<file path="src/verilog/asu_pkg.sv">
// holds the shared types, op codes, flag layout and reset values
// assumes a single core clock and a decoder that issues one op per request
// Function
// - subtract-from-memory op: accumulator minus memory byte goes to accumulator
// - minus_into_memory op: difference goes to memory, accumulator unchanged
// - immediate op: accumulator minus instruction constant goes to accumulator
// - a borrow (negative difference) clears the borrow flag to zero
// - no borrow (zero or positive difference) sets the borrow flag to one
package asu_pkg;

  // ***************************************************************
  // operation codes
  // ***************************************************************
  typedef enum logic [1:0] {
    ASU_OP_ACC_MEM = 2'b00,    // acc <- acc - mem
    ASU_OP_MEM_MEM = 2'b01,    // minus_into_memory: mem <- acc - mem
    ASU_OP_ACC_IMM = 2'b10     // acc <- acc - immediate
  } asu_op_type;

  // ***************************************************************
  // status flags carried as one group
  // ***************************************************************
  typedef struct packed {
    logic signed_wrap_flag;
    logic zero_flag;
    logic half_borrow_flag;
    logic borrow_flag;       // high means no borrow
  } asu_flags_type;

  // request from decoder
  typedef struct packed {
    asu_op_type op;
    logic [7:0] mem_data;
    logic [7:0] imm_data;
  } asu_req_type;

  localparam int unsigned ASU_DATA_W   = 8;
  localparam int unsigned ASU_NIBBLE_W = 4;
  localparam logic [7:0]  ASU_ACC_RST  = 8'h00;
  localparam logic [7:0]  ASU_WDATA_RST = 8'h00;
  localparam asu_flags_type ASU_FLAGS_RST = 4'h0;

endpackage

</file>
<file path="src/verilog/asu_sub_core.sv">
// holds the combinational 8-bit subtractor and its flag derivation
// assumes operands are stable within the cycle they are presented
module asu_sub_core #(
  parameter int unsigned DATA_W = asu_pkg::ASU_DATA_W
) (
  input  wire logic [DATA_W-1:0]   i_minuend,
  input  wire logic [DATA_W-1:0]   i_subtrahend,
  output logic      [DATA_W-1:0]   o_diff,
  output asu_pkg::asu_flags_type   o_flags
);

  localparam int unsigned NW = asu_pkg::ASU_NIBBLE_W;

  logic [DATA_W:0] full_diff;
  logic [NW:0]     low_diff;

  // one extra bit catches the borrow out of each width
  always_comb begin
    full_diff = {1'b0, i_minuend} - {1'b0, i_subtrahend};
    low_diff  = {1'b0, i_minuend[NW-1:0]} - {1'b0, i_subtrahend[NW-1:0]};
    o_diff    = full_diff[DATA_W-1:0];
    // flag is inverted borrow: cleared on borrow, set otherwise
    o_flags.borrow_flag      = ~full_diff[DATA_W];
    o_flags.half_borrow_flag = ~low_diff[NW];
    o_flags.zero_flag        = (full_diff[DATA_W-1:0] == '0);
    // wrap when operand signs differ and result sign leaves minuend's
    o_flags.signed_wrap_flag =
      (i_minuend[DATA_W-1] ^ i_subtrahend[DATA_W-1]) &
      (i_minuend[DATA_W-1] ^ full_diff[DATA_W-1]);
  end

endmodule

</file>
<file path="src/verilog/asu_top.sv">
// holds the subtract unit: accumulator, flag register, memory write port
// assumes the decoder pulses i_req_valid for one cycle per instruction
// and that a request's operands settle before the edge that takes it
module asu_top #(
  parameter int unsigned DATA_W = asu_pkg::ASU_DATA_W
) (
  input  wire logic                   i_ref_clk,
  input  wire logic                   i_rstn,
  input  wire logic                   i_req_valid,
  input  wire asu_pkg::asu_req_type   i_req,
  input  wire logic                   i_acc_load,
  input  wire logic [DATA_W-1:0]      i_acc_load_data,
  output logic      [DATA_W-1:0]      o_acc,
  output asu_pkg::asu_flags_type      o_flags,
  output logic                        o_mem_we,
  output logic      [DATA_W-1:0]      o_mem_wdata,
  output logic                        o_done
);

  // ***************************************************************
  // subtractor
  // ***************************************************************
  logic [DATA_W-1:0]      sub_b;
  logic [DATA_W-1:0]      sub_diff;
  asu_pkg::asu_flags_type sub_flags;

  // immediate op takes the instruction constant as subtrahend
  always_comb begin
    if (i_req.op == asu_pkg::ASU_OP_ACC_IMM) begin
      sub_b = i_req.imm_data;
    end else begin
      sub_b = i_req.mem_data;
    end
  end

  asu_sub_core #(.DATA_W(DATA_W)) u_core (
    .i_minuend    (o_acc),
    .i_subtrahend (sub_b),
    .o_diff       (sub_diff),
    .o_flags      (sub_flags)
  );

  // ***************************************************************
  // state update
  // ***************************************************************
  logic [DATA_W-1:0]      acc_r, acc_nxt;
  asu_pkg::asu_flags_type flags_r, flags_nxt;
  logic                   we_r, we_nxt;
  logic [DATA_W-1:0]      wdata_r, wdata_nxt;
  logic                   done_r, done_nxt;

  // a subtract outranks an external accumulator load in the same cycle
  always_comb begin
    acc_nxt   = acc_r;
    flags_nxt = flags_r;
    we_nxt    = 1'b0;
    wdata_nxt = wdata_r;
    done_nxt  = 1'b0;
    if (i_req_valid) begin
      flags_nxt = sub_flags;
      done_nxt  = 1'b1;
      unique case (i_req.op)
        asu_pkg::ASU_OP_ACC_MEM: acc_nxt = sub_diff;
        asu_pkg::ASU_OP_MEM_MEM: begin
          we_nxt    = 1'b1;
          wdata_nxt = sub_diff;
        end
        asu_pkg::ASU_OP_ACC_IMM: acc_nxt = sub_diff;
        default: begin
          done_nxt  = 1'b0;      // illegal code: nothing changes
          flags_nxt = flags_r;
        end
      endcase
    end else if (i_acc_load) begin
      acc_nxt = i_acc_load_data;
    end
  end

  // registers only; synchronous active-low reset
  always_ff @(posedge i_ref_clk) begin
    if (!i_rstn) begin
      acc_r   <= asu_pkg::ASU_ACC_RST;
      flags_r <= asu_pkg::ASU_FLAGS_RST;
      we_r    <= 1'b0;
      wdata_r <= asu_pkg::ASU_WDATA_RST;
      done_r  <= 1'b0;
    end else begin
      acc_r   <= acc_nxt;
      flags_r <= flags_nxt;
      we_r    <= we_nxt;
      wdata_r <= wdata_nxt;
      done_r  <= done_nxt;
    end
  end

  // ***************************************************************
  // output ports
  // ***************************************************************
  // every output is a register, so the decoder sees no glitches
  assign o_acc       = acc_r;
  assign o_flags     = flags_r;
  assign o_mem_we    = we_r;
  assign o_mem_wdata = wdata_r;
  assign o_done      = done_r;

  // reference for the wrap flag, built apart from the core: a
  // sign-extended difference wraps when its top two bits disagree
  localparam int unsigned NW = asu_pkg::ASU_NIBBLE_W;
  logic [DATA_W:0] chk_sdiff;
  logic            chk_wrap;
  assign chk_sdiff = {o_acc[DATA_W-1], o_acc} - {sub_b[DATA_W-1], sub_b};
  assign chk_wrap  = chk_sdiff[DATA_W] ^ chk_sdiff[DATA_W-1];
endmodule
</file>
<file path="config.mk">
export PLATFORM = sky130hd
export DESIGN_NAME = asu_top
export DESIGN_NICKNAME = d
export VERILOG_FILES = /design/src/verilog/asu_pkg.sv /design/src/verilog/asu_sub_core.sv /design/src/verilog/asu_top.sv
export SDC_FILE = /design/constraint.sdc
export NUM_CORES = 1
export LEC_CHECK = 0
export BUFFER_PORTS_ARGS = -buffer_cell sky130_fd_sc_hd__buf_2
export CORE_UTILIZATION = 40
export DETAILED_ROUTE_END_ITERATION = 8
export PLACE_DENSITY_LB_ADDON = 0.25
export SKIP_CTS_REPAIR_TIMING = 1
export SYNTH_ARGS = -nofsm -noshare
export SYNTH_HDL_FRONTEND = slang
export SYNTH_SLANG_ARGS = --single-unit
</file>
<file path="constraint.sdc">
create_clock -name i_ref_clk -period 6.1 [get_ports i_ref_clk]
set_input_delay 1.22 -clock i_ref_clk [delete_from_list [all_inputs] [get_ports i_ref_clk]]
set_output_delay 1.22 -clock i_ref_clk [all_outputs]
set_load 0.01 [all_outputs]
</file>
==> out/qor.txt <==
std cell rows - 20
min cycle time layout - 3680 ps
fraction of layout instances using a drive strength above 1 - 0.297
Synth Register Bits - 22
worst slack at placement - 2050 ps
Max FO, Critical Path - 8
CTS tree - done
VDD IR max - 0.0956 mV
Nets - 249
CTS H-tree lvls - 1
LEAKAGE - 0.832 nW
reg2reg setup slack - 3800 ps
DR WL/cell - 13.1 um
post-synthesis average cell area - 8.46 um^2
crit share post-route - 0.603
DR WL met3 - 119 um
CTS max path bufs - 2
Worst-Skew Late Latency - 320 ps
die area - 3640 um^2
part of the power in registers - 0.412
initial DRC count - 23
final worst slack - 2420 ps
Power per Cell Area - 236 nW/um^2
Slew HR - 0.229
Clock transition at path regs - 130 ps
Pins Over Slew Limit - 0
setup tns final - 0 ps
vias in the first global route - 1221
global-route wire length before repair - 5310 um
Synthesized Nets - 200
Mapped Cells - 161
Port Buf Inserts - 51
die height - 60.3 um
Reg area - 440 um^2
outcome - complete, no violations
async set-reset flop share out of synthesis - 0
die width - 60.3 um
core area - 3130 um^2
area of the multi-input gates - 871 um^2
NetSw - 140 uW
Mapped Area - 1360 um^2
initial antenna violation count - 0
area added between synthesis and finish - 23.4%
Synth Flop Type - dfxtp_1
RSZ-0062 raised after global routing - false
boundary pin count - 52
crit path DAT - 3940 ps
worst-margin pin slew - 1120 ps
Fillers - 304
Setup CP Type - in2reg
Comb pwr share - 0.375
grt ovf - 0
hold slack - 462 ps
worst path required time - 6360 ps
M1 WL - 1620 um
CTS Sinks - 22
Root Buffer - clkbuf_4
Max Fclk - 272 MHz
total number of vias - 1341
startpoint types - input port
HPWL after DPL - 2600 um
Sw Share - 0.353
post-DR vias/cell - 5.30
Hold Path Class - reg2reg
gpl congestion - 0.891
ANT nets after route - 0
metal2 WL - 1540 um
largest net degree at the start of global routing - 16
Initial Util - 0.435
CTS Buf Count - 3
Final setup viols - 0
Synth cell types - 40
drt total wl - 3320 um
Clk pwr share - 0.214
GRT Util Overall - 0.198
Worst Setup End Kind - flop
ANT cells - 0
Max Used Layer - met4
Hold Fails Final Rpt - 0
DRC viols - 0
synth warn - 0
internal power - 257 uW
EDFF count, synth - 0
drt pass-1 iters - 4
max cap viols - 0
sequential area share after synthesis - 0.324
clk_skew - 2.50 ps
==> cells in the mapped netlist, types with 2 or more instances <==
master	instances	share of area
inv_1	6	0.017
a211oi_1	8	0.044
dfxtp_1	22	0.32
mux2i_1	16	0.12
xnor2_1	3	0.019
nand3_1	3	0.011
nor2_1	16	0.044
nand2_1	15	0.041
buf_1	2	0.0055
a21oi_1	15	0.055
a21o_1	2	0.011
nand4b_1	2	0.013
clkbuf_1	4	0.011
ha_1	8	0.074
o21ai_0	9	0.033
nand2b_1	6	0.028
==> cells in the final DEF, fill, tap and decap left out, types with 2 or more instances in the layout <==
cell and n:
buf_2 51, dfxtp_1 22, mux2i_1 16, nor2_1 16
nand2_1 15, a21oi_1 15, o21ai_0 9, a211oi_1 8
ha_1 8, nand2b_1 6, inv_1 6, xnor2_1 3
nand3_1 3, clkbuf_4 3, a21o_1 2, nand4b_1 2
==> cell type report <==
type | instances | area share
multi-input cells | 126 | 0.518
flip-flops and latches | 22 | 0.262
clock buffers | 4 | 0.0216
inverters | 6 | 0.0134
well taps | 44 | 0.0328
repair buffers | 51 | 0.152
==> flip-flops by register name, summed over array words and instances, names as in the netlist <==
signal / cells
o_mem_wdata: 8
o_done: 1
o_mem_we: 1
o_flags: 4
o_acc: 8
==> final timing paths <==
path,start,to,depth (start not counted)
worst max-delay path,i_req[16],o_flags[2]$_SDFFE_PN0P_,11
worst min-delay path,o_mem_wdata[7]$_SDFFE_PN0P_,o_mem_wdata[7]$_SDFFE_PN0P_,2
worst max register to register,o_acc[0]$_SDFFE_PN0P_,o_flags[2]$_SDFFE_PN0P_,9
worst min register to register,o_mem_wdata[7]$_SDFFE_PN0P_,o_mem_wdata[7]$_SDFFE_PN0P_,2
==> worst max-delay path, cell delays in order <==
cell      delay (ps)
buf_2            130
nand2b_1         390
mux2_2           340
ha_1             160
inv_1             50
fa_1             390
a21o_1           210
a21oi_1          230
xnor2_1          140
or4_1            530
o21ai_1          130
==> power by group through the flow <==
stage | registers, mW | logic [mW] | clock network [mW]
2_1_floorplan | 0.172 | 0.0991 | 0
3_3_place_gp | 0.166 | 0.146 | 0
3_5_place_dp | 0.166 | 0.148 | 0
4_1_cts | 0.163 | 0.149 | 0.0839
5_1_grt | 0.165 | 0.167 | 0.0912
6_report | 0.163 | 0.149 | 0.0848
==> through the flow <==
step	instance area, um^2	instances	util	total power [mW]
after floorplan	1360	161	-	0.271
after global placement	1640	249	0.526	0.312
after detailed placement	1640	249	0.526	0.314
after CTS	1680	253	0.537	0.396
after global routing	1680	253	0.537	0.423
final	1680	253	0.537	0.397
==> metal layers <==
layer / GRT usage / up-vias
met5: 0 / -
met4: 0.120 / 0
met3: 0.0235 / 2
met2: 0.319 / 40
met1: 0.252 / 627
li1: - / 672
==> logic make-up after synthesis <==
logic type,share of synthesized area
AND/OR/NAND/NOR,0.179
flip-flops,0.324
XOR/XNOR,0.0257
adder cells (fa/ha/maj),0.0882
AO/OA/AOI/OAI,0.221
buffers and inverters,0.0368
multiplexers,0.126
Note: power is estimated with default switching activity, not from simulation.
